**src/common/stl_pkg.sv**
```systemverilog
// Shared constants and carrier types for the skip and timer-load decoder
`default_nettype none
package stl_pkg;
	// ==========================================================
	// Instruction codes
	localparam logic [9:0] OP_SKIP_CARRY  = 10'h02F;
	localparam logic [9:0] OP_SKIP_PORT_1 = 10'h024;
	localparam logic [9:0] OP_SKIP_PORT_2 = 10'h02B;
	localparam logic [9:0] OP_LOAD_T1     = 10'h230;
	localparam logic [9:0] OP_LOAD_T2     = 10'h231;
	// Highest legal index register value
	localparam logic [3:0] Y_MAX          = 4'h7;
	// ==========================================================
	// Register offsets (byte addresses)
	localparam logic [7:0] OFS_CTRL       = 8'h00;
	localparam logic [7:0] OFS_STATUS     = 8'h04;
	localparam logic [7:0] OFS_TIMER_ONE  = 8'h08;
	localparam logic [7:0] OFS_TIMER_TWO  = 8'h0C;
	// Reset values and fields
	localparam logic       RST_ENABLE     = 1'h1;
	localparam int         CTRL_EN_BIT    = 0;
	localparam logic [1:0] RESP_OKAY      = 2'h0;
	localparam logic [1:0] RESP_SLVERR    = 2'h2;
	// ==========================================================
	// Instruction word with its operands, as the sequencer offers it
	typedef struct packed {
		logic [9:0] code;
		logic [3:0] accA;
		logic [3:0] regB;
		logic [3:0] regY;
	} stl_instr_type;
	// Timer counter and its reload register
	typedef struct packed {
		logic [7:0] reload;
		logic [7:0] value;
	} stl_timer_type;
	typedef enum logic [0:0] {
		ST_IDLE   = 1'b0,
		ST_SECOND = 1'b1
	} stl_state_type;
endpackage
`default_nettype wire

```
**src/rtl/stl_decoder.sv**
```systemverilog
// Execution of skip-if-carry, skip-if-port-bit and timer load instructions
// ==========================================================
//
// Added by the designer: the register offsets and the AXI4-Lite interface to the registers.
`timescale 1ns/1ps
`default_nettype none
module stl_decoder (
	// Clock and reset
	input  wire logic                   clk,
	input  wire logic                   arst_n,
	// Sequencer side
	input  wire logic                   instrValid,
	input  wire stl_pkg::stl_instr_type instr,
	input  wire logic                   carryFlag,
	input  wire logic [7:0]             ledPort,
	output logic                        skipNext,
	output logic                        secondWord,
	// Timer side
	output logic                        timerOneLoad,
	output logic                        timerTwoLoad,
	output stl_pkg::stl_timer_type      timerOne,
	output stl_pkg::stl_timer_type      timerTwo,
	// AXI4-Lite slave
	input  wire logic [31:0]            awaddr,
	input  wire logic                   awvalid,
	output logic                        awready,
	input  wire logic [31:0]            wdata,
	input  wire logic [3:0]             wstrb,
	input  wire logic                   wvalid,
	output logic                        wready,
	output logic [1:0]                  bresp,
	output logic                        bvalid,
	input  wire logic                   bready,
	input  wire logic [31:0]            araddr,
	input  wire logic                   arvalid,
	output logic                        arready,
	output logic [31:0]                 rdata,
	output logic [1:0]                  rresp,
	output logic                        rvalid,
	input  wire logic                   rready
);
	import stl_pkg::*;

	stl_state_type state;
	stl_state_type next_state;
	logic          enable;
	logic          next_enable;
	logic          yError;
	logic          next_yError;
	logic          next_skipNext;
	logic          next_timerOneLoad;
	logic          next_timerTwoLoad;
	stl_timer_type next_timerOne;
	stl_timer_type next_timerTwo;
	logic [1:0]    next_bresp;
	logic          next_bvalid;
	logic [31:0]   next_rdata;
	logic [1:0]    next_rresp;
	logic          next_rvalid;
	logic          wrFire;
	logic          exec;
	logic [7:0]    nibbles;
	logic          yRangeHit;

	// ==========================================================
	// Bus handshakes: both write channels are taken together, and only
	// while no response is pending, so one write is in flight at a time
	assign wrFire     = awvalid && wvalid && !bvalid;
	assign awready    = wrFire;
	assign wready     = wrFire;
	assign arready    = !rvalid;
	assign secondWord = (state == ST_SECOND);
	assign exec       = instrValid && enable;
	assign nibbles    = {instr.regB, instr.accA};
	assign yRangeHit  = exec && (state == ST_SECOND) &&
		(instr.code == OP_SKIP_PORT_2) && (instr.regY > Y_MAX);

	// ==========================================================
	// Next values for decoder and register file
	always_comb
	begin
		next_state        = state;
		next_enable       = enable;
		next_yError       = yError;
		next_skipNext     = 1'b0;
		next_timerOneLoad = 1'b0;
		next_timerTwoLoad = 1'b0;
		next_timerOne     = timerOne;
		next_timerTwo     = timerTwo;
		next_bresp        = bresp;
		next_bvalid       = bvalid;
		next_rdata        = rdata;
		next_rresp        = rresp;
		next_rvalid       = rvalid;
		// Carry is only read here, never written, so it stays unchanged
		if (exec)
		begin
			case (state)
				ST_IDLE:
				begin
					case (instr.code)
						OP_SKIP_CARRY:
							next_skipNext = !carryFlag;
						OP_SKIP_PORT_1:
							next_state = ST_SECOND;
						OP_LOAD_T1:
						begin
							next_timerOne     = '{reload: nibbles,
								value: nibbles};
							next_timerOneLoad = 1'b1;
						end
						OP_LOAD_T2:
						begin
							next_timerTwo     = '{reload: nibbles,
								value: nibbles};
							next_timerTwoLoad = 1'b1;
						end
						default:
							next_skipNext = 1'b0;
					endcase
				end
				ST_SECOND:
				begin
					// A wrong second word abandons the test without skipping
					next_state = ST_IDLE;
					if (instr.code == OP_SKIP_PORT_2)
					begin
						// Y above 7 is out of range: never skip
						next_skipNext = (instr.regY <= Y_MAX) &&
							!ledPort[instr.regY[2:0]];
					end
				end
				default:
					next_state = ST_IDLE;
			endcase
		end
		// Write channel: the control register is writable, and a status write can clear the range error
		if (bvalid && bready)
			next_bvalid = 1'b0;
		if (wrFire)
		begin
			next_bvalid = 1'b1;
			next_bresp  = RESP_SLVERR;
			if (awaddr[7:0] == OFS_CTRL && awaddr[31:8] == 24'h000000)
			begin
				next_bresp = RESP_OKAY;
				if (wstrb[0])
					next_enable = wdata[CTRL_EN_BIT];
			end
			else if (awaddr[7:0] == OFS_STATUS &&
				awaddr[31:8] == 24'h000000)
			begin
				// Writing status with bit 1 set clears the sticky range error
				next_bresp = RESP_OKAY;
				if (wstrb[0] && wdata[1])
					next_yError = 1'b0;
			end
		end
		// Range error is sticky and beats a clear landing in the same cycle
		if (yRangeHit)
			next_yError = 1'b1;
		// Read channel
		if (rvalid && rready)
			next_rvalid = 1'b0;
		if (arvalid && arready)
		begin
			next_rvalid = 1'b1;
			next_rresp  = RESP_OKAY;
			next_rdata  = 32'h00000000;
			if (araddr[31:8] != 24'h000000)
				next_rresp = RESP_SLVERR;
			else
			begin
				case (araddr[7:0])
					OFS_CTRL:      next_rdata = {31'h00000000, enable};
					OFS_STATUS:    next_rdata = {29'h00000000, skipNext,
						yError, secondWord};
					OFS_TIMER_ONE: next_rdata = {16'h0000, timerOne};
					OFS_TIMER_TWO: next_rdata = {16'h0000, timerTwo};
					default:       next_rresp = RESP_SLVERR;
				endcase
			end
		end
	end

	// ==========================================================
	// State registers
	always_ff @(posedge clk or negedge arst_n)
	begin
		if (!arst_n)
		begin
			state        <= ST_IDLE;
			enable       <= RST_ENABLE;
			yError       <= 1'b0;
			skipNext     <= 1'b0;
			timerOneLoad <= 1'b0;
			timerTwoLoad <= 1'b0;
			timerOne     <= '0;
			timerTwo     <= '0;
			bresp        <= RESP_OKAY;
			bvalid       <= 1'b0;
			rdata        <= 32'h00000000;
			rresp        <= RESP_OKAY;
			rvalid       <= 1'b0;
		end
		else
		begin
			state        <= next_state;
			enable       <= next_enable;
			yError       <= next_yError;
			skipNext     <= next_skipNext;
			timerOneLoad <= next_timerOneLoad;
			timerTwoLoad <= next_timerTwoLoad;
			timerOne     <= next_timerOne;
			timerTwo     <= next_timerTwo;
			bresp        <= next_bresp;
			bvalid       <= next_bvalid;
			rdata        <= next_rdata;
			rresp        <= next_rresp;
			rvalid       <= next_rvalid;
		end
	end
endmodule
`default_nettype wire

```
**config.mk**
```make
export PLATFORM = sky130hd
export DESIGN_NAME = stl_decoder
export DESIGN_NICKNAME = d
export VERILOG_FILES = /design/src/common/stl_pkg.sv /design/src/rtl/stl_decoder.sv
export SDC_FILE = /design/constraint.sdc
export NUM_CORES = 1
export LEC_CHECK = 0
export CAP_MARGIN = 20
export CORE_AREA = 2 2 84 86
export DETAILED_ROUTE_END_ITERATION = 16
export DIE_AREA = 0 0 86 88
export DONT_BUFFER_PORTS = 1
export PLACE_DENSITY_LB_ADDON = 0.15
export SLEW_MARGIN = 0
export SYNTH_ARGS = -nofsm -noshare
export SYNTH_HDL_FRONTEND = slang
export SYNTH_SLANG_ARGS = --single-unit
```
**constraint.sdc**
```tcl
create_clock -name clk -period 4.2 [get_ports clk]
set_clock_uncertainty 0.15 [all_clocks]
set_input_delay 1.26 -clock clk [delete_from_list [all_inputs] [get_ports clk]]
set_output_delay 1.26 -clock clk [all_outputs]
set_load 0.01 [all_outputs]
```
# [After elaboration in Yosys (flattened, before gate mapping)]
# Cells that the tools add are included.
[classes] n_reduce_logical=31 n_bitwise=1 mux=29 magnitude_cmp=3 eq_ne=10
[op_table] op="16-bit one-hot mux with 4 select lines" count=1
[op_table] op="10-bit by 6-bit equality test with 1-bit output, second input constant" count=3
[op_table] op="24-bit logical NOT" count=1
[op_table] op="24-bit nonzero test" count=1
[op_table] op="10-bit equality test, second input constant" count=2
[op_table] op="1-bit 2-to-1 mux" count=20
[op_table] op="8-bit by 3-bit equality test with 1-bit output, second input constant" count=2
[op_table] op="8-bit by 4-bit equality test with 1-bit output, second input constant" count=2
[op_table] op="8-bit logical NOT" count=2
[op_table] op="16-bit 2-to-1 mux" count=1
[op_table] op="1-bit logical AND" count=13
[op_table] op="2-bit nonzero test" count=5
[op_table] op="3-bit AND reduction" count=3
[op_table] op="2-bit 2-to-1 mux" count=4
[op_table] op="4-bit by 3-bit greater-than comparator with 1-bit output, second input constant" count=1
[op_table] op="4-bit by 3-bit <= comparator with 1-bit output, second input constant" count=1
[op_table] op="1-bit logical NOT" count=4
[op_table] op="3-bit by 4-bit < comparator with 1-bit output, second input constant" count=1
[op_table] op="1-bit one-hot mux with 2 select lines" count=2
[op_table] op="4-bit AND reduction" count=1
[op_table] op="4-bit OR reduction" count=1
[op_table] op="1-bit binary-select mux with 3-bit select" count=1
[op_table] op="2-bit != test, second input constant" count=1
[op_table] op="1-bit inverter" count=1
[totals] elab_cells=87 output_inout_bits=77 inputBits=139 regBits=60

# [Logic depth before layout (Yosys ltp)]
[depth] ltp_word=7 ltp_mapped=6 mapped_depth_nobuf=6

# [Worst setup path before layout]
# No wires, ideal clock.
[synth_path] path_type="input -> output" start="input port awvalid" end="output port wready" t_required_ps=2790 t_arrival_ps=1623 slack_ps=1167 cell_stages=3 path_cell_list="nand3_1 -> inv_1 -> buf_4"
[synth_between] elab_chain_cells=2
[synth_lines] item="from (decl)" line_no="stl_decoder.sv:25" source="input wire logic awvalid,"
[synth_lines] item="1-bit logical AND (2 in series)" line_no="stl_decoder.sv:68" source="assign wrFire = awvalid && wvalid && !bvalid;"
[synth_lines] item="to (decl)" line_no="stl_decoder.sv:30" source="output logic wready,"
# Every way passes these cells.

# [Final worst setup path]
[layout_path] start="input port instrValid" end="register timerTwo[2] in the netlist's numbering"
[layout_between] elab_chain_cells=2
[layout_lines] item="from (decl)" line_no="stl_decoder.sv:12" source="input wire logic instrValid,"
[layout_lines] item="1-bit logical AND" line_no="stl_decoder.sv:73" source="assign exec = instrValid && enable;"
[layout_lines] item="3-bit AND reduction (no line)"
[layout_lines] item="to (signal assigned)" line_no="stl_decoder.sv:215" source="timerTwo <= next_timerTwo;"
[layout_lines] item="to (decl)" line_no="stl_decoder.sv:22" source="output stl_pkg::stl_timer_type timerTwo,"
# Every way passes these cells.
# A chain may end at the register's enable or synchronous reset.

==> flow_summary.toml <==
[global_routing]
grt_first_pass_wirelength_mm = 7.638
antenna_found_initial = 0
gr-total-overflow = 0
grt_pass1_vias = 1461
grt_max_degree = 38
track_usage_pct = 13.47

[cells_and_area]
diodes = 0
area_delta_synth_final_pct = -2.760
num-nets-final = 317
layout-drive-gt1-share_pct = 19.55
fin_util_pct = 31.19
stdcell_area_mm2 = 0.002072
instances_no_fill = 259

[setup_path]
critical_path_class = "primary input to flip-flop"
r2r-start = "enable$_DFFE_PN1P_"
cp_cell_sequence = "nand2_1 -> or4b_1 -> nor4_4 -> mux2_2"
crit_buf_inv = 0
required_ns = 4.23
reg2reg_slack_ns = 1.49
reg2reg_depth = 4
timing.rr.end = "timerTwo[2]$_DFFE_PN0P_"
start_kind = "primary input"
max_stage_delay_ns = 0.75
worst_path_max_delay_cell = "nor4_4"
crit_path_max_fanout = 8
critPathCaptureType = "flip-flop"
path_delay_family = "simple AND/OR/NAND/NOR gates"
critPathArrivalTime_ns = 3.14

[worst_hold_path]
holdCritStartpoint = "yError$_DFFE_PN0P_"
hold_class = "flip-flop to flip-flop"
min_path_cells = 2
hold_path_end = "yError$_DFFE_PN0P_"

[drt]
drc = 0
drt_iter0_markers = 19
ant_nets = 0
wl_mm = 5.248
vias = 1402
first_pass_iters = 4
wl_per_cell_um = 20.26
vias_per_cell = 5.413

[placement]
dp.cells = 251
hpwl_mm = 4.208
place_congestion = 0.7104
port_buffers = 0
placed_area_mm2 = 0.001978

[pwr]
seq_power_share_pct = 55.5
pwr-share-clk_pct = 39.1
swShare_pct = 25.24
pwr-share-comb_pct = 5.4
leakage_uw = 0.0009066
p_sw_uw = 166.5
p_int_uw = 493.1
max-vdd-ir-drop_v = 0.0001018
p_per_area_mw_per_mm2 = 318.4

[floorplanning]
die_area_mm2 = 0.007568
initial_utilization_pct = 32.07
die_y_um = 88
die_x_um = 86
io_pins = 216
core_area_mm2 = 0.006644
fp-row-count = 30

[yosys]
yosysSeqAreaShare_pct = 43.51
yosysTopAreaCell = "dfrtp_1"
synth_area_per_cell_um2 = 10.76
netlist_instances = 198
yosys-top-cells-area = "dfrtp_1 (42%), buf_4 (14%), mux2_2 (10%)"
syn_area_mm2 = 0.002131
ys_warn_count = 0
ys_ff_latch = 37
ys_types = 34
yosysTopAreaCellShare_pct = 42.28

[clocking]
cts-root-buf = "clkbuf_8"
insertion_delay_ns = 0.29
cts_buffers = 5
postCtsHoldBufs = 0
postCtsSetupRepairBufs = 0
cts_resized = 0
cts_tree = "yes"
cts.sinks = 37
clk_path_buf_depth = 2
htree_num_levels = 2
clk_pin_slew_ns = 0.08

[sta]
setup_viol = 0
slew_headroom_pct = 48.37
rsz0062_at_grt = "no"
finalMaxSlewViolations = 0
period_minus_slack_ns = 3.112
fmax_ghz = 0.3213
hold_violations = 0
worstMarginPinSlew_ns = 0.7687
fin_crit_sh_pct = 74.10
setup_tns_ns = 0

[outcome]
status = "complete, no violations"

[job]
maxCapViolCount = 0
how the worst max path moves through the flow:
stage,endpoint,startpoint,slack [ns],depth (start not counted)
2_1_floorplan,wready,awvalid,1.17,3
3_3_place_gp,timerOne[2]$_DFFE_PN0P_,instrValid,0.81,4
3_5_place_dp,timerTwo[0]$_DFFE_PN0P_,instrValid,0.76,4
4_1_cts,timerTwo[0]$_DFFE_PN0P_,instrValid,1.09,4
5_1_grt,timerTwo[1]$_DFFE_PN0P_,instrValid,1.03,4
6_report,timerTwo[2]$_DFFE_PN0P_,instrValid,1.09,4
per-layer routing:
metal / GRT usage, % / share of wire (%) / up-vias
li1: - / - / 623
met1: 17.35 / 40 / 681
met2: 21.71 / 51 / 96
met3: 4.147 / 8.4 / 2
met4: 4.329 / 0.76 / 0
met5: 0 / 0 / -
stage by stage:
| step | hold slack [ns] | setup slack, ns | total power (µW) |
|---|---|---|---|
| after floorplan | 0.3082 | 1.167 | 418.5 |
| after global placement | 0.3819 | 0.8133 | 407.8 |
| after detailed placement | 0.3941 | 0.7624 | 408.9 |
| after CTS | 0.4157 | 1.091 | 677.7 |
| after global routing | 0.4364 | 1.027 | 703.5 |
| final | 0.3953 | 1.088 | 659.6 |
cells in the final DEF, fill, tap and decap left out, types with 6 or more instances in the layout:
master and n:
conb_1 18, inv_1 6, o21ai_0 12, nor4_1 15
dfrtp_1 36, mux2i_1 8, nand2_1 15, mux2_2 19
sequential cells by signal, indices dropped and copies added (netlist names):
register and cells:
bvalid 1, rvalid 1, timerTwo 8, timerOne 8
enable 1, yError 1, rdata 11, rresp 1
timerOneLoad 1, secondWord 1, bresp 1, timerTwoLoad 1
skipNext 1
cells by family (layout without fill, tap and decap cells):
logic type / after synthesis / count (layout) / synth area share (%)
buffers and inverters: 50 / 14 / 15.91
other: 1 / 18 / 0.1760
multiplexers: 31 / 31 / 17.50
AO/OA/AOI/OAI: 21 / 21 / 6.283
flip-flops: 37 / 37 / 43.51
AND/OR/NAND/NOR: 58 / 58 / 16.62
cells in the mapped netlist:
| cell | n |
|---|---|
| a21oi_1 | 1 |
| a22o_1 | 5 |
| buf_1 | 1 |
| buf_2 | 1 |
| buf_4 | 40 |
| clkbuf_1 | 2 |
| conb_1 | 1 |
| dfrtp_1 | 36 |
| dfstp_2 | 1 |
| inv_1 | 6 |
| mux2_1 | 1 |
| mux2_2 | 19 |
| mux2i_1 | 8 |
| mux4_2 | 3 |
| nand2_1 | 15 |
| nand2b_1 | 1 |
| nand3_1 | 3 |
| nand3b_1 | 1 |
| nand4_1 | 4 |
| nand4b_1 | 2 |
| nand4bb_1 | 1 |
| nor2_1 | 5 |
| nor3_1 | 3 |
| nor4_1 | 15 |
| nor4_4 | 2 |
| nor4b_1 | 1 |
| o21ai_0 | 12 |
| o31ai_1 | 1 |
| o32ai_1 | 1 |
| o41ai_1 | 1 |
| or2_2 | 2 |
| or3_1 | 1 |
| or4_1 | 1 |
| or4b_1 | 1 |
worst register-to-register path, stage by stage (launching register included):
cell,delay (ns)
dfstp_2,0.55
nand2_1,0.09
or4b_1,0.65
nor4_4,0.75
mux2_2,0.41
power groups by stage:
stage | registers [µW] | clock network, µW | logic [µW]
floorplan | 372 | 0 | 46.5
global placement | 373 | 0 | 34.8
detailed placement | 373 | 0 | 35.7
CTS | 366 | 276 | 35.8
global route | 366 | 297 | 40.0
finish | 366 | 258 | 35.6
cell type report:
cell class                      count  area [µm²]
Sequential cell                    37       927.1
Inverter                            6       22.52
Fill cell                         678        4572
Tap cell                           80       100.1
Clock buffer                        5       68.82
Multi-Input combinational cell    128       928.4
Clock inverter                      3       25.02
Power figures use the tool's default switching activity.
